$ cat src/urx_pkg.sv
`default_nettype none
package urx_pkg;
    // Register bus geometry
    localparam int         URX_AXI_AW   = 8;
    localparam int         URX_AXI_DW   = 32;
    localparam int         URX_BAUD_W   = 12;

    // Register byte offsets
    localparam logic [7:0] URX_OFF_MODE = 8'h00;
    localparam logic [7:0] URX_OFF_FMT  = 8'h04;
    localparam logic [7:0] URX_OFF_CTRL = 8'h08;
    localparam logic [7:0] URX_OFF_BUF  = 8'h0C;
    localparam logic [7:0] URX_OFF_STAT = 8'h10;
    localparam logic [7:0] URX_OFF_BRL  = 8'h14;
    localparam logic [7:0] URX_OFF_BRH  = 8'h18;

    // mode_reg_zero fields
    localparam int         URX_MODE_DIR = 0;
    localparam int         URX_MODE_PIN = 1;
    localparam int         URX_MODE_CKLO = 2;
    localparam int         URX_MODE_CKHI = 3;
    localparam int         URX_MODE_RSS = 4;
    localparam logic [7:0] URX_MODE_MASK = 8'h1F;
    localparam logic [7:0] URX_MODE_RST = 8'h00;

    // frame_format_reg fields
    localparam int         URX_FMT_LEN  = 0;
    localparam int         URX_FMT_PEN  = 2;
    localparam int         URX_FMT_ODD  = 3;
    localparam int         URX_FMT_STP2 = 4;
    localparam int         URX_FMT_MSB  = 5;
    localparam int         URX_FMT_NEG  = 6;
    localparam logic [7:0] URX_FMT_MASK = 8'h7F;
    localparam logic [7:0] URX_FMT_RST  = 8'h00;

    // control_reg and status_reg fields
    localparam int         URX_CTRL_RUN = 0;
    localparam int         URX_STAT_FER = 0;
    localparam int         URX_STAT_OER = 1;
    localparam int         URX_STAT_PER = 2;

    // Baud count reset values
    localparam logic [7:0] URX_BRL_RST  = 8'h00;
    localparam logic [3:0] URX_BRH_RST  = 4'h0;

    // AXI response codes
    localparam logic [1:0] URX_RESP_OKAY = 2'h0;
    localparam logic [1:0] URX_RESP_SLVERR = 2'h2;

    // Receive sequencer states
    typedef enum logic [2:0] {
        URX_IDLE  = 3'b000,
        URX_START = 3'b001,
        URX_DATA  = 3'b010,
        URX_PAR   = 3'b011,
        URX_LOAD  = 3'b100,
        URX_STOP1 = 3'b101,
        URX_STOP2 = 3'b110
    } urx_state_t;
endpackage
`default_nettype wire

$ cat src/urx_bitgen.sv
`timescale 1ns/1ps
`default_nettype none
module urx_bitgen
    import urx_pkg::*;
#(
    parameter int CNT_W = URX_BAUD_W
) (
    input  wire logic             core_clk_i,
    input  wire logic             sys_rst_i,
    input  wire logic             tick_i,
    input  wire logic             start_i,
    input  wire logic             run_i,
    input  wire logic [CNT_W-1:0] count_i,
    input  wire logic             shift_i,
    output logic                  rise_o,
    output logic                  fall_o
);
    logic             running_r;
    logic [CNT_W-1:0] cnt_r;
    logic [CNT_W:0]   half;
    logic [CNT_W:0]   mid;

    // Mid-bit point, optionally one source tick late
    assign half   = ({1'b0, count_i} + {{CNT_W{1'b0}}, 1'b1}) >> 1;
    assign mid    = half + {{CNT_W{1'b0}}, shift_i};
    assign rise_o = running_r && run_i && tick_i && ({1'b0, cnt_r} == mid);
    assign fall_o = running_r && run_i && tick_i && (cnt_r == count_i);

    // Detection tick is tick zero of the start bit, so counting resumes at one; else every sample lands a tick late
    always_ff @(posedge core_clk_i) begin
        if (sys_rst_i) begin
            running_r <= 1'b0;
            cnt_r     <= '0;
        end else if (start_i) begin
            running_r <= 1'b1;
            cnt_r     <= {{(CNT_W-1){1'b0}}, 1'b1};
        end else if (!run_i) begin
            running_r <= 1'b0;
        end else if (tick_i && running_r) begin
            cnt_r <= (cnt_r == count_i) ? '0 : cnt_r + {{(CNT_W-1){1'b0}}, 1'b1};
        end
    end

    bit_wrap_a: assert property (@(posedge core_clk_i) disable iff (sys_rst_i)
        (fall_o && !start_i) |=> (cnt_r == '0))
        else $error("bit counter did not wrap at bit end");
endmodule
`default_nettype wire

$ cat src/urx_receiver.sv
// The implementer's own choices: the placing of the registers and the AXI4-Lite slave port.
`timescale 1ns/1ps
`default_nettype none
module urx_receiver
    import urx_pkg::*;
(
    input  wire logic                  core_clk_i,
    input  wire logic                  sys_rst_i,
    input  wire logic [URX_AXI_AW-1:0] s_axi_awaddr_i,
    input  wire logic                  s_axi_awvalid_i,
    output logic                       s_axi_awready_o,
    input  wire logic [URX_AXI_DW-1:0] s_axi_wdata_i,
    input  wire logic [3:0]            s_axi_wstrb_i,
    input  wire logic                  s_axi_wvalid_i,
    output logic                       s_axi_wready_o,
    output logic [1:0]                 s_axi_bresp_o,
    output logic                       s_axi_bvalid_o,
    input  wire logic                  s_axi_bready_i,
    input  wire logic [URX_AXI_AW-1:0] s_axi_araddr_i,
    input  wire logic                  s_axi_arvalid_i,
    output logic                       s_axi_arready_o,
    output logic [URX_AXI_DW-1:0]      s_axi_rdata_o,
    output logic [1:0]                 s_axi_rresp_o,
    output logic                       s_axi_rvalid_o,
    input  wire logic                  s_axi_rready_i,
    input  wire logic                  low_speed_clock_i,
    input  wire logic                  high_speed_clock_i,
    input  wire logic                  serial_rx_input_0_i,
    input  wire logic                  serial_rx_input_1_i,
    output logic                       port_interrupt_o
);
    // Word-aligned address match, shared by read and write decode
    function automatic logic reg_hit(input logic [URX_AXI_AW-1:0] a, input logic [7:0] off);
        return a[URX_AXI_AW-1:2] == off[URX_AXI_AW-1:2];
    endfunction

    logic [7:0]            mode_r;
    logic [7:0]            fmt_r;
    logic                  run_r;
    logic                  run_prev_r;
    logic [7:0]            brl_r;
    logic [3:0]            brh_r;
    logic [7:0]            buf_r;
    logic                  unread_r;
    logic                  fer_r;
    logic                  oer_r;
    logic                  per_r;
    logic                  irq_r;
    logic [1:0]            rx_meta_r;
    logic [1:0]            rx_sync_r;
    urx_state_t            state_r;
    logic [2:0]            idx_r;
    logic [7:0]            data_r;
    logic                  par_acc_r;
    logic                  par_bit_r;
    logic                  start_bad_r;
    logic                  aw_held_r;
    logic                  w_held_r;
    logic                  awready_r;
    logic                  wready_r;
    logic [URX_AXI_AW-1:0] awaddr_r;
    logic [7:0]            wdata_r;
    logic                  wstrb0_r;
    logic                  bvalid_r;
    logic [1:0]            bresp_r;
    logic                  arready_r;
    logic                  rvalid_r;
    logic [31:0]           rdata_r;
    logic [1:0]            rresp_r;
    logic                  wr_do;
    logic                  rd_take;
    logic                  rd_buf;
    logic [31:0]           rd_mux;
    logic [1:0]            rd_resp;
    logic                  rx_active;
    logic                  line;
    logic                  src_tick;
    logic                  start_go;
    logic                  bg_rise;
    logic                  bg_fall;
    logic                  load_go;
    logic                  stop_eval;
    logic                  stat_wr;
    logic [3:0]            nbits;
    logic [2:0]            nlast;
    logic [2:0]            pos;

    // Two-stage synchronisers on both receive pins; only the second stage is read
    always_ff @(posedge core_clk_i) begin
        if (sys_rst_i) begin
            rx_meta_r <= 2'h3;
            rx_sync_r <= 2'h3;
        end else begin
            rx_meta_r <= {serial_rx_input_1_i, serial_rx_input_0_i};
            rx_sync_r <= rx_meta_r;
        end
    end

    // Line after pin choice and polarity, so a start bit always reads low
    assign line      = (mode_r[URX_MODE_PIN] ? rx_sync_r[1] : rx_sync_r[0]) ^ fmt_r[URX_FMT_NEG];
    assign rx_active = run_r && mode_r[URX_MODE_DIR];

    // Baud source select; codes 1x fall back to the high-speed tick
    always_comb begin
        case ({mode_r[URX_MODE_CKHI], mode_r[URX_MODE_CKLO]})
            2'b00:   src_tick = low_speed_clock_i;
            default: src_tick = high_speed_clock_i;
        endcase
    end

    // Start detection only on a source tick, hence up to one tick of lag
    assign start_go  = rx_active && (state_r == URX_IDLE) && src_tick && !line;
    assign load_go   = rx_active && (state_r == URX_LOAD) && bg_fall;
    assign stop_eval = rx_active && (state_r == URX_STOP1) && bg_rise;
    assign nbits     = 4'h8 - {2'h0, fmt_r[URX_FMT_LEN +: 2]};
    assign nlast     = 3'(nbits - 4'h1);
    assign pos       = fmt_r[URX_FMT_MSB] ? (nlast - idx_r) : idx_r;

    urx_bitgen #(
        .CNT_W (URX_BAUD_W)
    ) u_bitgen (
        .core_clk_i (core_clk_i),
        .sys_rst_i  (sys_rst_i),
        .tick_i     (src_tick),
        .start_i    (start_go),
        .run_i      (rx_active && (state_r != URX_IDLE)),
        .count_i    ({brh_r, brl_r}),
        .shift_i    (mode_r[URX_MODE_RSS]),
        .rise_o     (bg_rise),
        .fall_o     (bg_fall)
    );

    // Receive sequencer; dropping enable or direction aborts to idle at once
    always_ff @(posedge core_clk_i) begin
        if (sys_rst_i) begin
            state_r     <= URX_IDLE;
            idx_r       <= 3'h0;
            data_r      <= 8'h00;
            par_acc_r   <= 1'b0;
            par_bit_r   <= 1'b0;
            start_bad_r <= 1'b0;
        end else if (!rx_active) begin
            state_r <= URX_IDLE;
        end else begin
            case (state_r)
                URX_IDLE: begin
                    if (start_go) begin
                        state_r <= URX_START;
                    end
                end
                URX_START: begin
                    if (bg_rise) begin
                        start_bad_r <= line;
                        idx_r       <= 3'h0;
                        data_r      <= 8'h00;
                        par_acc_r   <= 1'b0;
                        state_r     <= URX_DATA;
                    end
                end
                URX_DATA: begin
                    if (bg_rise) begin
                        data_r[pos] <= line;
                        par_acc_r   <= par_acc_r ^ line;
                        idx_r       <= idx_r + 3'h1;
                        if (idx_r == nlast) begin
                            state_r <= fmt_r[URX_FMT_PEN] ? URX_PAR : URX_LOAD;
                        end
                    end
                end
                URX_PAR: begin
                    if (bg_rise) begin
                        par_bit_r <= line;
                        state_r   <= URX_LOAD;
                    end
                end
                URX_LOAD: begin
                    if (bg_fall) begin
                        state_r <= URX_STOP1;
                    end
                end
                URX_STOP1: begin
                    if (bg_rise) begin
                        state_r <= fmt_r[URX_FMT_STP2] ? URX_STOP2 : URX_IDLE;
                    end
                end
                URX_STOP2: begin
                    if (bg_rise) begin
                        state_r <= URX_IDLE;
                    end
                end
                default: state_r <= URX_IDLE;
            endcase
        end
    end

    // Buffer load and unread tracking; a load in the read cycle keeps the word unread
    always_ff @(posedge core_clk_i) begin
        if (sys_rst_i) begin
            buf_r    <= 8'h00;
            unread_r <= 1'b0;
        end else if (load_go) begin
            buf_r    <= data_r;
            unread_r <= 1'b1;
        end else if (rd_buf) begin
            unread_r <= 1'b0;
        end
    end

    // Error flags: events beat software clears; all forced low in transmit direction
    assign stat_wr = wr_do && wstrb0_r && reg_hit(awaddr_r, URX_OFF_STAT);
    always_ff @(posedge core_clk_i) begin
        if (sys_rst_i || !mode_r[URX_MODE_DIR]) begin
            fer_r <= 1'b0;
            oer_r <= 1'b0;
            per_r <= 1'b0;
        end else begin
            if (stop_eval) begin
                fer_r <= start_bad_r || !line;
            end else if (rx_active && (state_r == URX_STOP2) && bg_rise && !line) begin
                fer_r <= 1'b1;
            end else if (stat_wr && wdata_r[URX_STAT_FER]) begin
                fer_r <= 1'b0;
            end
            if (stop_eval) begin
                per_r <= fmt_r[URX_FMT_PEN] && (par_acc_r ^ par_bit_r ^ fmt_r[URX_FMT_ODD]);
            end else if (stat_wr && wdata_r[URX_STAT_PER]) begin
                per_r <= 1'b0;
            end
            if ((load_go || (run_r && !run_prev_r)) && unread_r) begin
                oer_r <= 1'b1;
            end else if (stat_wr && wdata_r[URX_STAT_OER]) begin
                oer_r <= 1'b0;
            end
        end
    end

    // Interrupt pulse on the rising edge after the word was fetched
    always_ff @(posedge core_clk_i) begin
        if (sys_rst_i) begin
            irq_r <= 1'b0;
        end else begin
            irq_r <= stop_eval;
        end
    end

    // Software-written configuration; reserved bits are never stored
    always_ff @(posedge core_clk_i) begin
        if (sys_rst_i) begin
            mode_r     <= URX_MODE_RST;
            fmt_r      <= URX_FMT_RST;
            run_r      <= 1'b0;
            run_prev_r <= 1'b0;
            brl_r      <= URX_BRL_RST;
            brh_r      <= URX_BRH_RST;
        end else begin
            run_prev_r <= run_r;
            if (wr_do && wstrb0_r) begin
                if (reg_hit(awaddr_r, URX_OFF_MODE)) begin
                    mode_r <= wdata_r & URX_MODE_MASK;
                end
                if (reg_hit(awaddr_r, URX_OFF_FMT)) begin
                    fmt_r <= wdata_r & URX_FMT_MASK;
                end
                if (reg_hit(awaddr_r, URX_OFF_CTRL)) begin
                    run_r <= wdata_r[URX_CTRL_RUN];
                end
                if (reg_hit(awaddr_r, URX_OFF_BRL)) begin
                    brl_r <= wdata_r;
                end
                if (reg_hit(awaddr_r, URX_OFF_BRH)) begin
                    brh_r <= wdata_r[3:0];
                end
            end
        end
    end

    // Write channels: address and data caught independently, answered once both are in
    assign wr_do = aw_held_r && w_held_r && !bvalid_r;
    always_ff @(posedge core_clk_i) begin
        if (sys_rst_i) begin
            aw_held_r <= 1'b0;
            w_held_r  <= 1'b0;
            awready_r <= 1'b0;
            wready_r  <= 1'b0;
            awaddr_r  <= '0;
            wdata_r   <= 8'h00;
            wstrb0_r  <= 1'b0;
            bvalid_r  <= 1'b0;
            bresp_r   <= URX_RESP_OKAY;
        end else begin
            if (s_axi_awvalid_i && awready_r) begin
                awaddr_r  <= s_axi_awaddr_i;
                aw_held_r <= 1'b1;
                awready_r <= 1'b0;
            end else if (!aw_held_r && !bvalid_r) begin
                awready_r <= 1'b1;
            end
            if (s_axi_wvalid_i && wready_r) begin
                wdata_r  <= s_axi_wdata_i[7:0];
                wstrb0_r <= s_axi_wstrb_i[0];
                w_held_r <= 1'b1;
                wready_r <= 1'b0;
            end else if (!w_held_r && !bvalid_r) begin
                wready_r <= 1'b1;
            end
            if (wr_do) begin
                aw_held_r <= 1'b0;
                w_held_r  <= 1'b0;
                bvalid_r  <= 1'b1;
                bresp_r   <= (reg_hit(awaddr_r, URX_OFF_BUF) || (awaddr_r > URX_OFF_BRH)) ?
                             URX_RESP_SLVERR : URX_RESP_OKAY;
            end else if (bvalid_r && s_axi_bready_i) begin
                bvalid_r <= 1'b0;
            end
        end
    end

    // Read data mux; status shows the buffer-full bit as zero in receive use
    always_comb begin
        rd_mux  = 32'h0000_0000;
        rd_resp = URX_RESP_OKAY;
        if (reg_hit(s_axi_araddr_i, URX_OFF_MODE)) begin
            rd_mux[7:0] = mode_r;
        end else if (reg_hit(s_axi_araddr_i, URX_OFF_FMT)) begin
            rd_mux[7:0] = fmt_r;
        end else if (reg_hit(s_axi_araddr_i, URX_OFF_CTRL)) begin
            rd_mux[URX_CTRL_RUN] = run_r;
        end else if (reg_hit(s_axi_araddr_i, URX_OFF_BUF)) begin
            rd_mux[7:0] = buf_r;
        end else if (reg_hit(s_axi_araddr_i, URX_OFF_STAT)) begin
            rd_mux[URX_STAT_FER] = fer_r;
            rd_mux[URX_STAT_OER] = oer_r;
            rd_mux[URX_STAT_PER] = per_r;
        end else if (reg_hit(s_axi_araddr_i, URX_OFF_BRL)) begin
            rd_mux[7:0] = brl_r;
        end else if (reg_hit(s_axi_araddr_i, URX_OFF_BRH)) begin
            rd_mux[3:0] = brh_r;
        end else begin
            rd_resp = URX_RESP_SLVERR;
        end
    end

    // Read channel: one outstanding read, data registered at the address handshake
    assign rd_take = s_axi_arvalid_i && arready_r;
    assign rd_buf  = rd_take && reg_hit(s_axi_araddr_i, URX_OFF_BUF);
    always_ff @(posedge core_clk_i) begin
        if (sys_rst_i) begin
            arready_r <= 1'b0;
            rvalid_r  <= 1'b0;
            rdata_r   <= 32'h0000_0000;
            rresp_r   <= URX_RESP_OKAY;
        end else if (rd_take) begin
            arready_r <= 1'b0;
            rvalid_r  <= 1'b1;
            rdata_r   <= rd_mux;
            rresp_r   <= rd_resp;
        end else if (rvalid_r && s_axi_rready_i) begin
            rvalid_r <= 1'b0;
        end else if (!rvalid_r) begin
            arready_r <= 1'b1;
        end
    end

    assign s_axi_awready_o = awready_r;
    assign s_axi_wready_o  = wready_r;
    assign s_axi_bvalid_o  = bvalid_r;
    assign s_axi_bresp_o   = bresp_r;
    assign s_axi_arready_o = arready_r;
    assign s_axi_rvalid_o  = rvalid_r;
    assign s_axi_rdata_o   = rdata_r;
    assign s_axi_rresp_o   = rresp_r;
    assign port_interrupt_o = irq_r;

    // Checks on the receive sequence
    idle_hold_a: assert property (@(posedge core_clk_i) disable iff (sys_rst_i)
        (state_r == URX_IDLE && !start_go) |=> (state_r == URX_IDLE))
        else $error("left idle without a start bit");
    start_launch_a: assert property (@(posedge core_clk_i) disable iff (sys_rst_i)
        start_go |=> (state_r == URX_START))
        else $error("start bit did not launch frame");
    data_shift_a: assert property (@(posedge core_clk_i) disable iff (sys_rst_i)
        (rx_active && state_r == URX_DATA && bg_rise) |=> (idx_r == $past(idx_r) + 3'h1))
        else $error("data bit not shifted on rising edge");
    word_load_a: assert property (@(posedge core_clk_i) disable iff (sys_rst_i)
        load_go |=> (buf_r == $past(data_r)) && unread_r && (state_r == URX_STOP1))
        else $error("word not loaded on falling edge");
    irq_cause_a: assert property (@(posedge core_clk_i) disable iff (sys_rst_i)
        port_interrupt_o |-> $past(state_r) == URX_STOP1 && $past(bg_rise))
        else $error("interrupt outside stop evaluation");
    irq_single_a: assert property (@(posedge core_clk_i) disable iff (sys_rst_i)
        port_interrupt_o |=> !port_interrupt_o)
        else $error("interrupt longer than one cycle");
    abort_idle_a: assert property (@(posedge core_clk_i) disable iff (sys_rst_i)
        !rx_active |=> (state_r == URX_IDLE) && $stable(buf_r))
        else $error("disable did not abort cleanly");
    overrun_set_a: assert property (@(posedge core_clk_i) disable iff (sys_rst_i)
        (load_go && unread_r && mode_r[URX_MODE_DIR]) |=> oer_r)
        else $error("overwrite did not flag overrun");
    restart_ovr_a: assert property (@(posedge core_clk_i) disable iff (sys_rst_i)
        (run_r && !run_prev_r && unread_r && mode_r[URX_MODE_DIR]) |=> oer_r)
        else $error("restart with unread word missed overrun");
    tx_zero_a: assert property (@(posedge core_clk_i) disable iff (sys_rst_i)
        !mode_r[URX_MODE_DIR] |=> !fer_r && !oer_r && !per_r)
        else $error("error flag set in transmit direction");
    parity_eval_a: assert property (@(posedge core_clk_i) disable iff (sys_rst_i)
        (stop_eval && mode_r[URX_MODE_DIR]) |=>
            per_r == ($past(fmt_r[URX_FMT_PEN]) && ($past(par_acc_r) ^ $past(par_bit_r) ^ $past(fmt_r[URX_FMT_ODD]))))
        else $error("parity flag wrong after frame");
    frame_eval_a: assert property (@(posedge core_clk_i) disable iff (sys_rst_i)
        (stop_eval && mode_r[URX_MODE_DIR]) |=> fer_r == ($past(start_bad_r) || !$past(line)))
        else $error("framing flag not rewritten");
endmodule
`default_nettype wire

$ cat config.mk
export PLATFORM = sky130hd
export DESIGN_NAME = urx_receiver
export DESIGN_NICKNAME = d
export VERILOG_FILES = /design/src/urx_pkg.sv /design/src/urx_bitgen.sv /design/src/urx_receiver.sv
export SDC_FILE = /design/constraint.sdc
export NUM_CORES = 1
export LEC_CHECK = 0
export BUFFER_PORTS_ARGS = -buffer_cell sky130_fd_sc_hd__buf_2
export CAP_MARGIN = 0
export CELL_PAD_IN_SITES_DETAIL_PLACEMENT = 0
export CELL_PAD_IN_SITES_GLOBAL_PLACEMENT = 2
export CORE_MARGIN = 2
export CORE_UTILIZATION = 30
export DETAILED_ROUTE_END_ITERATION = 6
export GPL_TIMING_DRIVEN = 0
export PLACE_DENSITY = 0.76
export SYNTH_ARGS = -nofsm -noshare
export SYNTH_HDL_FRONTEND = slang
export SYNTH_SLANG_ARGS = --single-unit
$ cat constraint.sdc
create_clock -name core_clk_i -period 3.2 [get_ports core_clk_i]
set_input_delay 0.32 -clock core_clk_i [delete_from_list [all_inputs] [get_ports core_clk_i]]
set_output_delay 0.32 -clock core_clk_i [all_outputs]
set_load 0.01 [all_outputs]
# ---- After elaboration in Yosys (flattened, before gate mapping)
# Index checks and enable logic that the tools add are counted.
dict set report word_totals {
  regBits 109
  input_bits 63
  output_inout_bits 42
  elab_cells 223
}
dict set report classes {
  addsub 7
  order_cmp 3
  n_eq_ne 30
  n_mux 62
  n_bitwise 7
  reduce_logical 78
}
# cell count
set op_table {}
lappend op_table {{$mux 8} 5}
lappend op_table {{$mux 3} 13}
lappend op_table {{$eq 6x3->1 const B} 6}
lappend op_table {{$logic_and 1x1->1} 36}
lappend op_table {{$eq 6x2->1 const B} 4}
lappend op_table {{$mux 1} 24}
lappend op_table {{$pmux 3 s7} 1}
lappend op_table {{$ne 2x2->1 const B} 9}
lappend op_table {{$mux 2} 8}
lappend op_table {{$pmux 8 s2} 1}
lappend op_table {{$reduce_and 2->1} 8}
lappend op_table {{$reduce_bool 2->1} 8}
lappend op_table {{$add 12x1->13} 1}
lappend op_table {{$add 12x1->13 const B} 1}
lappend op_table {{$eq 12x13->1} 1}
lappend op_table {{$add 12x1->12 const B} 1}
lappend op_table {{$eq 12x12->1} 1}
lappend op_table {{$eq 6x1->1 const B} 2}
lappend op_table {{$logic_not 6->1} 2}
lappend op_table {{$mux 12} 1}
lappend op_table {{$mux 4} 3}
lappend op_table {{$reduce_or 2->1} 6}
lappend op_table {{$eq 3x3->1 const B} 3}
lappend op_table {{$bwmux 8} 1}
lappend op_table {{other kinds (25)} 41}

# ---- Longest topological paths before layout
# Gate-level depths: netlist of run 1.
dict set report logic_depth {
  word_depth 11
  mapped_depth 13
  depth_no_buf 12
}

# ---- By module
# Synthesis of run 1 repeated with hierarchy kept, for this count alone.
dict set report hier_totals {
  hier_cells 757
  hier_area_um2 6302.3
}
# module n_inst cells_per_inst area_each_um2 seq_area_each_um2
set by_module_without_submodules {}
lappend by_module_without_submodules {urx_receiver 1 541 4640.7 1881.8}
lappend by_module_without_submodules {urx_bitgen 1 216 1661.6 260.2}

# ---- Least setup slack after synthesis of run 1
# Ideal clock, no wire load.
dict set report synth_path {
  kind {register -> register}
  from {register brl_r[0]}
  to {register par_bit_r}
  setup_ps 70
  t_arrival_ps 3233
  t_required_ps 3130
  setup_slack_ps -104
  path_stages_with_launch 14
  path_buffers 1
  period_less_slack_ps 3304
  cell_sequence {dfxtp_1 -> ha_1 -> buf_4 -> xor2_1 -> ha_1 -> inv_1 -> or4_4 -> a21oi_4 -> xnor2_1 -> or3_4 -> a211oi_4 -> nand3_4 -> or4_1 -> a21oi_1}
}
dict set report synth_via {
  elab_chain_cells 5
}
# element line
set synth_rtl {}
lappend synth_rtl {{start, declared} urx_receiver.sv:41} ;# logic [7:0] brl_r;
lappend synth_rtl {{start signal, assigned} urx_receiver.sv:268} ;# brl_r <= wdata_r;
lappend synth_rtl {{$add 12x1->13} urx_bitgen.sv:24} ;# assign half = ({1'b0, count_i} + {{CNT_W{1'b0}}, 1'b1}) >> 1;
lappend synth_rtl {{$add 12x1->13} urx_bitgen.sv:25} ;# assign mid = half + {{CNT_W{1'b0}}, shift_i};
lappend synth_rtl {{$eq 12x13->1} urx_bitgen.sv:26} ;# assign rise_o = running_r && run_i && tick_i && ({1'b0, cnt_r} == mid);
lappend synth_rtl {{$logic_and 1x1->1} urx_bitgen.sv:26}
lappend synth_rtl {{$reduce_and 3->1 (no line)} n/a}
lappend synth_rtl {{end signal, assigned} urx_receiver.sv:172} ;# par_bit_r <= line;
lappend synth_rtl {{end, declared} urx_receiver.sv:55} ;# logic par_bit_r;
# Every way passes these cells.
# A chain may end at the register's enable or synchronous reset.

# ---- Worst setup path after layout of run 1
dict set report layout_path {
  from {register brl_r[2]}
  to {register idx_r[2]}
}
dict set report layout_via {
  elab_chain_cells 6
  elab_cells_between_ends 7
  classes_between {add/sub: 2; eq/ne: 3; reduce/logical: 2}
}
# element line
set layout_rtl {}
lappend layout_rtl {{$add 12x1->13 (*)} urx_bitgen.sv:24}
lappend layout_rtl {{$add 12x1->13 (*)} urx_bitgen.sv:25}
lappend layout_rtl {{$eq 12x13->1 (*)} urx_bitgen.sv:26}
lappend layout_rtl {{$logic_and 1x1->1 (*)} urx_bitgen.sv:26}
lappend layout_rtl {{$ne 2x2->1 (no line)} n/a}
lappend layout_rtl {{$reduce_and 4->1 (no line) (*)} n/a}
lappend layout_rtl {{end signal, assigned} urx_receiver.sv:164} ;# idx_r <= idx_r + 3'h1;
lappend layout_rtl {{end, declared} urx_receiver.sv:52} ;# logic [2:0] idx_r;
# Every way passes the cells marked *; elsewhere a longest branch is shown, timed or not.

==> results.txt, run 1 <==
After layout, the worst setup slack is -0.0887 ns. The total overflow left after global routing is 0. The number of antenna violations at the first check in global routing came out at 0.

After detailed routing, the number of remaining DRC violations is 0. TritonCTS built the clock tree. The startpoint identified for the worst register-to-register timing path is brl_r[2]. The final route contains 5431 vias. The worst setup timing slack at the placement stage is -0.558 ns. The number of synthesis warnings came out at 0. The clock edge transition at the registers on the reported setup and hold paths is 0.09 ns.

The placed wire-length estimate after detailed placement came out at 13000 um. The starting density of the core is 30.7%. The reg2reg setup slack came out at -0.09 ns. After synthesis, the largest family of logic cells by area is simple AND/OR/NAND/NOR gates. The area taken by flip-flops and latches came out at 2140 um^2.

In this run the number of H-tree levels came out at 3. The number of flops mapped to enable cells by yosys is 0. The synthesized area is 6000 um^2. The path class of the lowest-slack min-delay path is in -> reg. On the final layout, the worst clock skew is 0.0155 ns. The reg-to-reg endpoint is idx_r[2]. The data required time at the worst endpoint came out at 3.42 ns. The via count of the first global-routing pass came out at 5075.

Once placement completed, the tool counted placed cells totaling 1076. For this run, the leading register cell type out of synthesis is sky130_fd_sc_hd__dfxtp_1. The share of cell area taken by muxes after synthesis came out at 6.89%. Pin placement for this block handled 105 I/O pins. The share of the yosys chip area belonging to registers came out at 35.7%. The combined area of the multi-input logic cells is 3660 um^2. The remaining max-slew budget at the tightest pin came out at 41.1%. The number of violations reported at the end of detailed-routing iteration 0 is 335. The run finished, with violations left. Synthesis produced a netlist whose cell count is 737. The global-route wire length before repair came out at 28100 um. The die outline width is 145 um. The number of clock buffers added by TritonCTS is 9. The startpoint of the worst hold path is serial_rx_input_0_i. The combined global-route utilization of all metal layers is 16.7%.

The clock passes through at most 2 buffers. The maximum achievable frequency is 304 MHz. After Yosys synthesis, full adders, half adders and majority gates account for 1.79% of the synthesized area. STA classifies the critical path startpoint as a flop. The final hold slack came out at 0.129 ns. The number of nets in the finished design came out at 916. The endpoint of the worst hold path is rx_meta_r[0].

The total clock sinks came out at 107. The worst path in the final design needs a cycle of 3.29 ns, including I/O delays and setup. The power per cell area came out at 370 nW/um^2. Summing the areas of all and, or, nand and nor instances in the mapped netlist gives 24.5% of the synthesized area. The post-synthesis cell type count came out at 70.

The worst-case IR drop observed on VDD is 0.304 mV. The synthesized netlist devotes 15.8% of its cell area to compound gates. 0 antenna diodes ended up in the layout. The fraction of final layout cells sized beyond drive strength 1 came out at 19.6%.

The number of cells on the worst hold path came out at 2. The checks that failed: negative setup slack. At the pin with the least slew margin, the transition time is 0.880 ns. The average wire per standard cell is 16.2 um. Measured on the finished design, the core utilization comes to 37.6%. Setup repair after global routing could not meet its margin everywhere.

The post-synthesis async set-or-reset flop share came out at 0%. Once detail routing completed, the nets flagged for antenna violations numbered 0. The number of pins exceeding their max-slew limit in the final report came out at 0. The average via count per standard cell is 4.87.

The later pin in the worst-skew pair is clocked with a latency of 0.36 ns. The die height came out at 145 um. The pin count of the biggest net entering global routing came out at 22. The final setup violation count is 15. The max-cap violation count came out at 0. At the worst endpoint, the arrival time is 3.51 ns. The die covers 21100 um^2. For this design the static power due to leakage is 2.74 nW. The fill cell instance count of the final layout came out at 2117. The port buffer count came out at 49. From synthesis to final layout, the design area changed by 22.4%. The period utilization is 103%.

The cell chosen for the clock root is sky130_fd_sc_hd__clkbuf_16. The type of the worst setup path is reg -> reg. Counting flops and latches in the post-synthesis netlist gives 107. The count of placed standard cells in the final layout, fillers left out came out at 1115. The category of the worst setup path capture point is a flop. The number of hold violations in the final report is 0. Summed over all layers, the routed wires come to 18100 um. Counting cells, the worst reg-to-reg path comes to 12. A synthesized cell averages 8.14 um^2. The number of placement rows is 51. For this run, the detailed router's first-pass iteration total came to 4. The region available for standard cell placement spans 19500 um^2. The xor/xnor share of the synthesized area came out at 7.89%. Routability-driven placement finished with a final weighted congestion of 0.811.

The largest fanout on the critical path is 10.
[per-stage QoR]
step | cell area (um^2) | TNS [ns] | total power, W
6_report | 7340 | -0.797 | 0.00272
5_1_grt | 7340 | -2.68 | 0.00283
4_1_cts | 7170 | -1.20 | 0.00275
3_5_place_dp | 6670 | -8.17 | 0.00159
3_3_place_gp | 6670 | -8.11 | 0.00159
2_1_floorplan | 6090 | -0.0914 | 0.00152
[cell usage after synthesis, types with 2 or more instances]
cell type | instances | area share, %
sky130_fd_sc_hd__or3_1 | 8 | 0.83
sky130_fd_sc_hd__a21oi_1 | 52 | 4.3
sky130_fd_sc_hd__nor4_1 | 8 | 0.83
sky130_fd_sc_hd__buf_2 | 5 | 0.42
sky130_fd_sc_hd__o21ai_0 | 28 | 2.3
sky130_fd_sc_hd__mux2i_1 | 39 | 6.5
sky130_fd_sc_hd__xnor2_1 | 34 | 5.0
sky130_fd_sc_hd__nand3_1 | 27 | 2.3
sky130_fd_sc_hd__or2_2 | 5 | 0.52
sky130_fd_sc_hd__a32oi_1 | 2 | 0.29
sky130_fd_sc_hd__clkbuf_1 | 38 | 2.4
sky130_fd_sc_hd__or4_1 | 4 | 0.50
sky130_fd_sc_hd__nor3_1 | 14 | 1.2
sky130_fd_sc_hd__o31ai_1 | 8 | 1.0
sky130_fd_sc_hd__nand2b_1 | 6 | 0.63
sky130_fd_sc_hd__nor4b_1 | 3 | 0.44
sky130_fd_sc_hd__nand3b_1 | 3 | 0.38
sky130_fd_sc_hd__a31oi_1 | 7 | 0.73
sky130_fd_sc_hd__xor2_1 | 20 | 2.9
sky130_fd_sc_hd__a211oi_1 | 5 | 0.63
sky130_fd_sc_hd__inv_1 | 16 | 1.0
sky130_fd_sc_hd__o21a_1 | 2 | 0.25
sky130_fd_sc_hd__nand2_1 | 66 | 4.1
sky130_fd_sc_hd__o2111ai_1 | 3 | 0.44
sky130_fd_sc_hd__and3_1 | 4 | 0.42
sky130_fd_sc_hd__ha_1 | 7 | 1.5
sky130_fd_sc_hd__buf_4 | 27 | 3.4
sky130_fd_sc_hd__a22oi_1 | 6 | 0.75
sky130_fd_sc_hd__o211ai_1 | 7 | 0.88
sky130_fd_sc_hd__nor2b_1 | 16 | 1.7
sky130_fd_sc_hd__and2_1 | 6 | 0.63
sky130_fd_sc_hd__o22ai_1 | 4 | 0.42
sky130_fd_sc_hd__nand4b_1 | 5 | 0.73
sky130_fd_sc_hd__nand4_1 | 17 | 1.8
sky130_fd_sc_hd__dfxtp_1 | 107 | 36
sky130_fd_sc_hd__nor2_1 | 93 | 5.8
sky130_fd_sc_hd__o32a_1 | 2 | 0.33
[power breakdown]
| part | switching (W) | leakage [nW] | internal, W |
|---|---|---|---|
| sequential | 0.0000229 | 0.867 | 0.00135 |
| clock | 0.000598 | 0.151 | 0.000560 |
| combinational | 0.000111 | 1.72 | 0.0000724 |
[cell type report]
| class | count | share of cell area (%) |
|---|---|---|
| Buffer | 70 | 5.20 |
| Clock buffer | 9 | 3.07 |
| Clock inverter | 7 | 1.09 |
| Inverter | 16 | 0.818 |
| Multi-Input combinational cell | 567 | 49.8 |
| Sequential cell | 107 | 29.2 |
| Tap cell | 265 | 4.52 |
| Timing Repair Buffer | 74 | 6.27 |
[worst max path at each step]
stage	startpoint	to	slack, ns	cells after the start
detailed placement	brl_r[0]	data_r[7]	-0.56	13
CTS	brl_r[0]	per_r	-0.11	14
global placement	brl_r[1]	data_r[5]	-0.54	12
global route	brl_r[2]	idx_r[2]	-0.19	12
finish	brl_r[2]	idx_r[2]	-0.09	12
floorplan	brl_r[0]	idx_r[2]	-0.02	13
[worst max-delay path: stages (launching register included)]
cell and delay (ns):
sky130_fd_sc_hd__dfxtp_1 0.39, sky130_fd_sc_hd__buf_6 0.19, sky130_fd_sc_hd__xor2_4 0.16, sky130_fd_sc_hd__ha_4 0.15
sky130_fd_sc_hd__inv_2 0.04, sky130_fd_sc_hd__or4_4 0.48, sky130_fd_sc_hd__a21oi_4 0.20, sky130_fd_sc_hd__xnor2_1 0.09
sky130_fd_sc_hd__or3_4 0.36, sky130_fd_sc_hd__a211o_1 0.30, sky130_fd_sc_hd__or4_4 0.57, sky130_fd_sc_hd__o21ai_2 0.13
sky130_fd_sc_hd__o31ai_1 0.08
[per-layer routing]
| layer | routed length [um] | vias up | GRT usage [%] |
|---|---|---|---|
| met4 | 252 | 0 | 4.31 |
| met3 | 682 | 19 | 3.29 |
| li1 | - | 2752 | - |
| met2 | 8320 | 126 | 26.7 |
| met1 | 8800 | 2534 | 23.3 |
| met5 | 0 | - | 0 |
[kinds of logic after synthesis]
family / count (synthesis)
fa+ha+maj: 8
mux: 40
flops: 107
simple gates: 295
compound gates: 144
buf+inv: 88
xor+xnor: 54
other cells: 1
[registers in the layout (all words and copies together), names as in the netlist, 2 cells and up]
| name | count |
|---|---|
| brl_r | 8 |
| brh_r | 4 |
| s_axi_rdata_o | 8 |
| rx_sync_r | 2 |
| data_r | 8 |
| rx_meta_r | 2 |
| u_bitgen.cnt_r | 12 |
| mode_r | 5 |
| awaddr_r | 8 |
| state_r | 3 |
| buf_r | 8 |
| idx_r | 3 |
| fmt_r | 7 |
| wdata_r | 8 |
[repair_timing]
| action | in CTS | in global routing |
|---|---|---|
| hold buffers | 0 | 0 |
| pin swaps | 17 | 15 |
| setup endpoints to repair | 20 | 20 |
| resized for setup | 27 | 23 |
| setup buffers | 15 | 10 |
[cell usage in the layout, fill, tap and decap left out, types with 4 or more instances in the layout]
cell	count
sky130_fd_sc_hd__ha_1	4
sky130_fd_sc_hd__a22oi_1	6
sky130_fd_sc_hd__and2_1	6
sky130_fd_sc_hd__o21ai_1	10
sky130_fd_sc_hd__o31ai_1	5
sky130_fd_sc_hd__dfxtp_1	105
sky130_fd_sc_hd__clkbuf_16	9
sky130_fd_sc_hd__nand2_1	66
sky130_fd_sc_hd__buf_4	46
sky130_fd_sc_hd__o21ai_0	15
sky130_fd_sc_hd__o22ai_1	4
sky130_fd_sc_hd__or4_4	4
sky130_fd_sc_hd__or3_1	8
sky130_fd_sc_hd__nor4_1	6
sky130_fd_sc_hd__clkbuf_1	37
sky130_fd_sc_hd__mux2i_1	39
sky130_fd_sc_hd__nand4b_1	5
sky130_fd_sc_hd__xnor2_1	33
sky130_fd_sc_hd__a21oi_1	50
sky130_fd_sc_hd__buf_6	6
sky130_fd_sc_hd__a31oi_1	7
sky130_fd_sc_hd__nor3_1	14
sky130_fd_sc_hd__conb_1	26
sky130_fd_sc_hd__o211ai_1	7
sky130_fd_sc_hd__or2_2	5
sky130_fd_sc_hd__nor2b_1	16
sky130_fd_sc_hd__nand3_1	26
sky130_fd_sc_hd__nand4_1	17
sky130_fd_sc_hd__nor2_1	92
sky130_fd_sc_hd__xor2_1	19
sky130_fd_sc_hd__nand2b_1	6
sky130_fd_sc_hd__and3_1	4
sky130_fd_sc_hd__a211oi_1	5
sky130_fd_sc_hd__buf_2	53
sky130_fd_sc_hd__inv_1	15
Power figures use the tool's default switching activity.
==> run 2, diff against run 1 <==
--- a/config.mk
+++ b/config.mk
@@ -5,7 +5,7 @@
 export SDC_FILE = /design/constraint.sdc
 export NUM_CORES = 1
 export LEC_CHECK = 0
-export BUFFER_PORTS_ARGS = -buffer_cell sky130_fd_sc_hd__buf_2
+export BUFFER_PORTS_ARGS = -buffer_cell sky130_fd_sc_hd__clkbuf_2
 export CAP_MARGIN = 0
 export CELL_PAD_IN_SITES_DETAIL_PLACEMENT = 0
 export CELL_PAD_IN_SITES_GLOBAL_PLACEMENT = 2
@@ -13,7 +13,7 @@
 export CORE_UTILIZATION = 30
 export DETAILED_ROUTE_END_ITERATION = 6
 export GPL_TIMING_DRIVEN = 0
-export PLACE_DENSITY = 0.76
+export PLACE_DENSITY = 0.85
 export SYNTH_ARGS = -nofsm -noshare
 export SYNTH_HDL_FRONTEND = slang
 export SYNTH_SLANG_ARGS = --single-unit
==> run 2 against run 1 <==
  * Fmax increased by 0.72%
  * Worst setup slack gained 0.024 ns
  * Via count increased by 0.20%
  * Largest power group unchanged
  * Critical path type unchanged
  * Design area shrank 0.90%
  * Combinational power is essentially flat
  * Highest routed layer unchanged
  * Core utilization fell by 0.34 points
  * Cell count down 0.18%
  * The run still ends with negative setup slack left
  * Non-clock buffer count is 2 lower
  * Sequential cell count stayed put
==> results.txt, run 2 (synthesis gave the netlist of run 1 again) <==
The max-cap violation count is 0 (unchanged). The via count of the first global-routing pass was 5060 (was 5075). Outcome: finished, violations left (unchanged). The part of the power in the clock network is 42.9% (was 42.6%). The combined global-route utilization of all metal layers is 16.8% (was 16.7%). The remaining max-slew budget at the tightest pin came to 36.2% (was 41.1%). The path class of the lowest-slack min-delay path is in -> reg (unchanged).

The number of top-level pins came out at 105 (unchanged). The placer's final routability congestion estimate came to 0.818 (was 0.811). The number of hold buffers added after CTS came to 0 (unchanged). The residual overflow from global routing came out at 0 (unchanged).

The category of the worst setup path capture point is a flop (unchanged). The transition time at the pin with the least slew margin is 0.949 ns (was 0.880 ns). The number of levels the H-tree was split into came out at 3 (unchanged). The static power due to leakage is 2.71 nW (was 2.74 nW). The pin count of the biggest net entering global routing is 20 (was 22).

The post-placement cell count came out at 1076 (unchanged). The starting density of the core came to 30.7% (unchanged). The number of antenna violations at the first check in global routing came to 0 (unchanged). The count of unresolved DRC violations after routing came out at 0 (unchanged). The data required time at the worst endpoint came out at 3.42 ns (about the same). Most used cells in the layout excluding fill and tap cells: 104 x sky130_fd_sc_hd__dfxtp_1, 92 x sky130_fd_sc_hd__nor2_1, 66 x sky130_fd_sc_hd__nand2_1 (was 105 x sky130_fd_sc_hd__dfxtp_1, 92 x sky130_fd_sc_hd__nor2_1, 66 x sky130_fd_sc_hd__nand2_1). The area growth from synthesis to final layout is 21.3% (was 22.4%). The power per cell area came to 375 nW/um^2 (was 370 nW/um^2). The average via count per standard cell is 4.89 (was 4.87). The number of hold violations in the final report came to 0 (unchanged). The cell chosen for the clock root is sky130_fd_sc_hd__clkbuf_16 (unchanged). The total vias in the final route is 5442 (was 5431). The clock latency on the worst-skew pair is 0.36 ns (about the same).

The area of the core region was 19500 um^2 (unchanged). The port buffer count is 49 (unchanged). The clock edge transition at the registers on the reported setup and hold paths is 0.08 ns (was 0.09 ns). The average wire per standard cell is 15.8 um (was 16.2 um).

The peak ir drop on the vdd network came to 0.238 mV (was 0.304 mV). The maximum achievable frequency came out at 306 MHz (was 304 MHz). The switching power summed over all nets was 0.000679 W (was 0.000731 W). The internal portion of total power is 0.00205 W (was 0.00199 W). The placed wire-length estimate after detailed placement came out at 13100 um (was 13000 um). The leading cell type in the layout, fill and taps excluded is sky130_fd_sc_hd__dfxtp_1 (unchanged). The worst-case setup margin in the final layout is -0.0650 ns (was -0.0887 ns). Violations in the final reports: negative setup slack (unchanged). The global-route met1 utilization came out at 22.2% (was 23.3%). The number of diodes added for antenna fixing came out at 0 (unchanged). The overall routed net length came out at 17600 um (was 18100 um).

The type of the worst setup path is reg -> reg (unchanged). The remaining antenna violation count came to 0 (unchanged). The die outline width was 145 um (unchanged). The number of pins exceeding their max-slew limit in the final report came out at 0 (unchanged).

The busiest layer in global routing is met2 (unchanged). The final hold slack came out at 0.136 ns (was 0.129 ns). The number of placement rows came to 51 (unchanged). The maximum buffer depth of the clock tree came out at 2 (unchanged). The largest fanout on the critical path is 4 (was 10).

The length of the first detailed-routing pass in iterations was 7 (was 4). The sequential fraction of design power came out at 50.4% (was 50.6%). The total clock sinks came out at 107 (unchanged). The number of nets in the finished design came out at 914 (was 916).

The fraction of the core area covered by cells at the end of the flow is 37.3% (was 37.6%). The switching share of total power is 24.9% (was 26.9%). The fraction of final layout cells sized beyond drive strength 1 is 18.5% (was 19.6%).

The met2 track demand over resource in global routing is 27.6% (was 26.7%). The most flop-heavy register is u_bitgen.cnt_r (unchanged). The number of violations reported at the end of detailed-routing iteration 0 is 296 (was 335).

The final critical path time including I/O delays and setup came out at 3.27 ns (was 3.29 ns). The worst-case clock skew is 0.0102 ns (was 0.0155 ns). The arrival time of data at the critical path endpoint is 3.49 ns (was 3.51 ns). The global-route wire length before repair is 28200 um (was 28100 um). The number of buffers added by the clock tree synthesis step came out at 9 (unchanged).

The count of placed standard cells in the final layout, fillers left out is 1113 (was 1115). The nature of the critical path startpoint is a flop (unchanged). The die height is 145 um (unchanged).

The period utilization came out at 102% (was 103%). The CTS tree is done (unchanged). The area of the die was 21100 um^2 (unchanged). The final setup violation count was 3 (was 15). Unrepaired setup endpoints after global routing: true (unchanged). The number of flip-flops in the largest register is 12 (unchanged). The routing usage on met3 is 3.13% (was 3.29%).

The combinational share of power is 6.8% (was 6.7%).
-- run 2: cell count changes in the layout (fill, tap and decap cells not counted), sizes merged --
cell    before  now
clkbuf      47   95
clkinv       4    3
bufinv       0    1
inv         19   18
buf        106   57
-- run 2: what timing repair did --
item	4_1_cts	5_1_grt
endpoints found under the hold margin	0	0
pin swaps	8	4
endpoints found under the setup margin	20	20
cloned	0	0
buffers inserted	21	3
gates resized for setup	26	13
-- run 2: area by class of cell --
class                           count  area [um^2]
Tap cell                          265          332
Clock inverter                      6         83.8
Buffer                             69          377
Fill cell                        2104        12200
Clock buffer                       10          229
Multi-Input combinational cell    567         3610
Sequential cell                   107         2150
Timing Repair Buffer               73          442
Inverter                           16         60.1
-- run 2: through the flow --
stage | total power [W] | instance area, um^2 | setup slack [ns] | setup TNS, ns
after detailed placement | 0.00159 | 6680 | -0.523 | -8.25
after global placement | 0.00159 | 6670 | -0.539 | -8.45
after CTS | 0.00276 | 7240 | -0.0937 | -0.616
final | 0.00273 | 7280 | -0.0650 | -0.128
after floorplan | 0.00152 | 6090 | -0.0236 | -0.0914
after global routing | 0.00284 | 7280 | -0.122 | -1.08
-- run 2: power by group through the flow --
stage	Sequential [W]	Clock (W)	Combinational [W]
2_1_floorplan	0.00140	0	0.000118
3_3_place_gp	0.00141	0	0.000185
3_5_place_dp	0.00141	0	0.000185
4_1_cts	0.00138	0.00120	0.000186
5_1_grt	0.00138	0.00125	0.000206
6_report	0.00138	0.00117	0.000185
-- run 2: worst max-delay path, stage by stage (launching register included) --
cell and delay, ns:
sky130_fd_sc_hd__dfxtp_2 0.34, sky130_fd_sc_hd__ha_4 0.28, sky130_fd_sc_hd__ha_4 0.14, sky130_fd_sc_hd__ha_4 0.14
sky130_fd_sc_hd__inv_2 0.03, sky130_fd_sc_hd__or4_4 0.48, sky130_fd_sc_hd__a21oi_4 0.19, sky130_fd_sc_hd__xnor2_1 0.09
sky130_fd_sc_hd__or3_4 0.35, sky130_fd_sc_hd__a211o_4 0.36, sky130_fd_sc_hd__or4_4 0.47, sky130_fd_sc_hd__o21ai_2 0.17
sky130_fd_sc_hd__o31ai_1 0.08
-- run 2: path summary, 6_finish.rpt --
check                            from            to  slack (ns)  depth (start not counted)
setup reg to reg             brl_r[1]     par_acc_r       -0.07                         12
hold reg to reg          rx_meta_r[0]  rx_sync_r[0]        0.41                          1
setup / recovery             brl_r[1]     par_acc_r       -0.07                         12
hold / removal    serial_rx_input_1_i  rx_meta_r[1]        0.14                          2
-- run 2: layer usage --
metal / wire length (um) / vias to the layer above / part of all wire, %
met2: 8350 / 135 / 47
li1: - / 2749 / -
met4: 482 / 0 / 2.7
met5: 0 / - / 0
met1: 7930 / 2532 / 45
met3: 844 / 26 / 4.8
==> run 3, diff against run 2 <==
--- a/config.mk
+++ b/config.mk
@@ -13,7 +13,7 @@
 export CORE_UTILIZATION = 30
 export DETAILED_ROUTE_END_ITERATION = 6
 export GPL_TIMING_DRIVEN = 0
-export PLACE_DENSITY = 0.85
+export PLACE_DENSITY_LB_ADDON = 0.1
 export SYNTH_ARGS = -nofsm -noshare
 export SYNTH_HDL_FRONTEND = slang
 export SYNTH_SLANG_ARGS = --single-unit
==> run 3 against run 2 <==
  * The flow still finishes with violations (negative setup slack)
  * Clock power barely moved
  * Critical path depth did not move
  * First-iteration DRC count fell by 4.1%
  * Critical path type unchanged
  * Largest cell class unchanged
  * Largest power group unchanged
==> results.txt, run 3 (synthesis gave the netlist of run 1 again) <==
Most used cells in the layout excluding fill and tap cells: 104 x sky130_fd_sc_hd__dfxtp_1, 92 x sky130_fd_sc_hd__nor2_1, 66 x sky130_fd_sc_hd__nand2_1 (unchanged). The combined global-route utilization of all metal layers came out at 18.2% (was 16.8%). The final critical path time including I/O delays and setup came out at 3.33 ns (was 3.27 ns). Unrepaired setup endpoints after global routing: true (unchanged). The total clock sinks came out at 107 (unchanged). The number of nets in the finished design is 917 (was 914).

The reg-to-reg startpoint was brl_r[1] (unchanged). Crit path cell chain: ha_4 -> ha_4 -> ha_4 -> inv_2 -> or4_4 -> a21oi_4 -> xnor2_1 -> or3_4 -> a211o_4 -> or4_4 -> o21ai_2 -> o31ai_2 (was ha_4 -> ha_4 -> ha_4 -> inv_2 -> or4_4 -> a21oi_4 -> xnor2_1 -> or3_4 -> a211o_4 -> or4_4 -> o21ai_2 -> o31ai_1). The peak ir drop on the vdd network is 0.264 mV (was 0.238 mV). The number of diodes added for antenna fixing is 0 (unchanged). The overall power consumption is 0.00273 W (about the same). The average wire per standard cell came out at 17.4 um (was 15.8 um).

The largest fanout on the critical path is 3 (was 4). The CTS tree is done (unchanged). The count of placed standard cells in the final layout, fillers left out is 1116 (was 1113). The placer's final routability congestion estimate was 0.846 (was 0.818).

The reg-to-reg endpoint is par_acc_r (unchanged). The number of cells on the worst hold path came to 2 (unchanged). The fraction of the core area covered by cells at the end of the flow is 37.6% (was 37.3%). The residual overflow from global routing is 0 (unchanged). The final hold slack came to 0.123 ns (was 0.136 ns). The max-cap violation count was 0 (unchanged). Violations in the final reports: negative setup slack (unchanged). The largest incremental delay on the critical path was 0.57 ns (was 0.48 ns). The kind of cell adding the most delay to the critical path is simple AND/OR/NAND/NOR gates (unchanged). The leading cell type in the layout, fill and taps excluded is sky130_fd_sc_hd__dfxtp_1 (unchanged). The beginning of the critical path is brl_r[1] (unchanged).

The pin count of the biggest net entering global routing came out at 23 (was 20). The average via count per standard cell came out at 4.96 (was 4.89). The period utilization came out at 104% (was 102%). The reg2reg setup slack is -0.13 ns (was -0.07 ns). The final setup violation count is 16 (was 3).

The length of the first detailed-routing pass in iterations is 5 (was 7). The data required time at the worst endpoint is 3.44 ns (was 3.42 ns). The die outline width was 145 um (unchanged).

The post-placement cell count came out at 1076 (unchanged). The clock latency on the worst-skew pair came to 0.37 ns (was 0.36 ns). The type of the worst setup path is reg -> reg (unchanged). The most flop-heavy register is u_bitgen.cnt_r (unchanged). The area of all placed cells without fillers came out at 7340 um^2 (was 7280 um^2). The number of levels the H-tree was split into is 3 (unchanged). The number of antenna violations at the first check in global routing is 0 (unchanged). The cell chosen for the clock root is sky130_fd_sc_hd__clkbuf_16 (unchanged). The worst-case clock skew is 0.0126 ns (was 0.0102 ns).

The transition time at the pin with the least slew margin came out at 1.06 ns (was 0.949 ns). The cell repeated most along the worst path is sky130_fd_sc_hd__ha_4 (unchanged). The placed wire-length estimate after detailed placement is 14700 um (was 13100 um). The remaining antenna violation count came to 0 (unchanged). The total placed instance area came out at 6680 um^2 (unchanged). The startpoint of the worst hold path is serial_rx_input_1_i (unchanged).

The cell type of the slowest stage on the worst timing path is sky130_fd_sc_hd__or4_4 (unchanged). The power per cell area is 372 nW/um^2 (was 375 nW/um^2). The count of unresolved DRC violations after routing came to 0 (unchanged).

The port buffer count came out at 49 (unchanged). The worst-case setup margin in the final layout is -0.125 ns (was -0.0650 ns). The area of the core region came out at 19500 um^2 (unchanged). The category of the worst setup path capture point is a flop (unchanged). The total vias in the final route is 5534 (was 5442). The number of violations reported at the end of detailed-routing iteration 0 was 284 (was 296).

The starting density of the core was 30.7% (unchanged). The nature of the critical path startpoint is a flop (unchanged). The remaining max-slew budget at the tightest pin is 29.1% (was 36.2%). The via count of the first global-routing pass came out at 5317 (was 5060). The number of buffers added by the clock tree synthesis step came out at 9 (unchanged). The die height is 145 um (unchanged). The number of top-level pins is 105 (unchanged). The arrival time of data at the critical path endpoint came to 3.56 ns (was 3.49 ns). The static power due to leakage is 2.74 nW (was 2.71 nW). The cell depth of the worst flop-to-flop path is 12 (unchanged).

The fraction of final layout cells sized beyond drive strength 1 was 19.6% (was 18.5%). The overall routed net length came out at 19400 um (was 17600 um). The maximum achievable frequency is 301 MHz (was 306 MHz). The endpoint of the worst hold path is rx_meta_r[1] (unchanged). Outcome: finished, violations left (unchanged). The maximum buffer depth of the clock tree was 2 (unchanged). The area growth from synthesis to final layout is 22.4% (was 21.3%).

The global-route wire length before repair is 30100 um (was 28200 um). The number of hold violations in the final report was 0 (unchanged). The area of the die is 21100 um^2 (unchanged). The buffers plus inverters on the worst setup path came out at 1 (unchanged). The number of flip-flops in the largest register is 12 (unchanged). The number of hold buffers added after CTS came to 0 (unchanged). The number of pins exceeding their max-slew limit in the final report is 0 (unchanged). The clock edge transition at the registers on the reported setup and hold paths is 0.09 ns (was 0.08 ns). The number of placement rows is 51 (unchanged).

The path class of the lowest-slack min-delay path is in -> reg (unchanged).
## run 3: changes by cell type in the layout (fill, tap and decap cells not counted), moves of 2 or more
| cell | change |
|---|---|
| sky130_fd_sc_hd__o21ai_1 | -2 |
| sky130_fd_sc_hd__o21ai_0 | +2 |
| sky130_fd_sc_hd__buf_6 | +3 |
| sky130_fd_sc_hd__clkinv_8 | +3 |
## run 3: timing repair
action | CTS | global route
pin swaps | 20 | 19
gates resized for setup | 22 | 26
setup buffers | 19 | 8
hold endpoints to repair | 0 | 0
setup endpoints to repair | 20 | 20
## run 3: worst max path at each step
stage | end | slack [ns] | cells past startpoint
6_report | par_acc_r | -0.13 | 12
5_1_grt | par_acc_r | -0.22 | 13
4_1_cts | data_r[4] | -0.21 | 13
3_5_place_dp | data_r[0] | -0.57 | 12
3_3_place_gp | data_r[5] | -0.51 | 12
2_1_floorplan | idx_r[2] | -0.02 | 13
## run 3: cell type report
cell class	count	area (um^2)
Buffer	69	380
Clock buffer	9	225
Clock inverter	7	91.3
Fill cell	2092	12200
Inverter	16	60.1
Multi-Input combinational cell	567	3640
Sequential cell	107	2150
Tap cell	265	332
Timing Repair Buffer	76	463
## run 3: routing by layer
metal  routed length (um)  track usage, %
met1                 9490            25.3
met2                 9250            30.2
met3                  522            2.66
met4                  183            4.07
met5                    0               0
## run 3: worst reg2reg max path: stages, from the launching register on
cell and delay [ns]:
sky130_fd_sc_hd__dfxtp_2 0.34, sky130_fd_sc_hd__ha_4 0.26, sky130_fd_sc_hd__ha_4 0.15, sky130_fd_sc_hd__ha_4 0.14, sky130_fd_sc_hd__inv_2 0.04, sky130_fd_sc_hd__or4_4 0.48, sky130_fd_sc_hd__a21oi_4 0.19, sky130_fd_sc_hd__xnor2_1 0.09
sky130_fd_sc_hd__or3_4 0.34, sky130_fd_sc_hd__a211o_4 0.36, sky130_fd_sc_hd__or4_4 0.57, sky130_fd_sc_hd__o21ai_2 0.17, sky130_fd_sc_hd__o31ai_2 0.07
## run 3: report_power, final
part	total [W]	internal, W	leakage [nW]	switching (W)
sequential	0.00138	0.00135	0.867	0.0000249
combinational	0.000188	0.0000723	1.72	0.000115
clock	0.00117	0.000563	0.152	0.000604
total	0.00273	0.00199	2.74	0.000745
## run 3: metrics by stage
stage	setup slack (ns)	TNS (ns)
finish	-0.125	-1.37
global route	-0.222	-3.06
CTS	-0.209	-2.68
detailed placement	-0.573	-8.77
global placement	-0.511	-8.17
floorplan	-0.0236	-0.0914
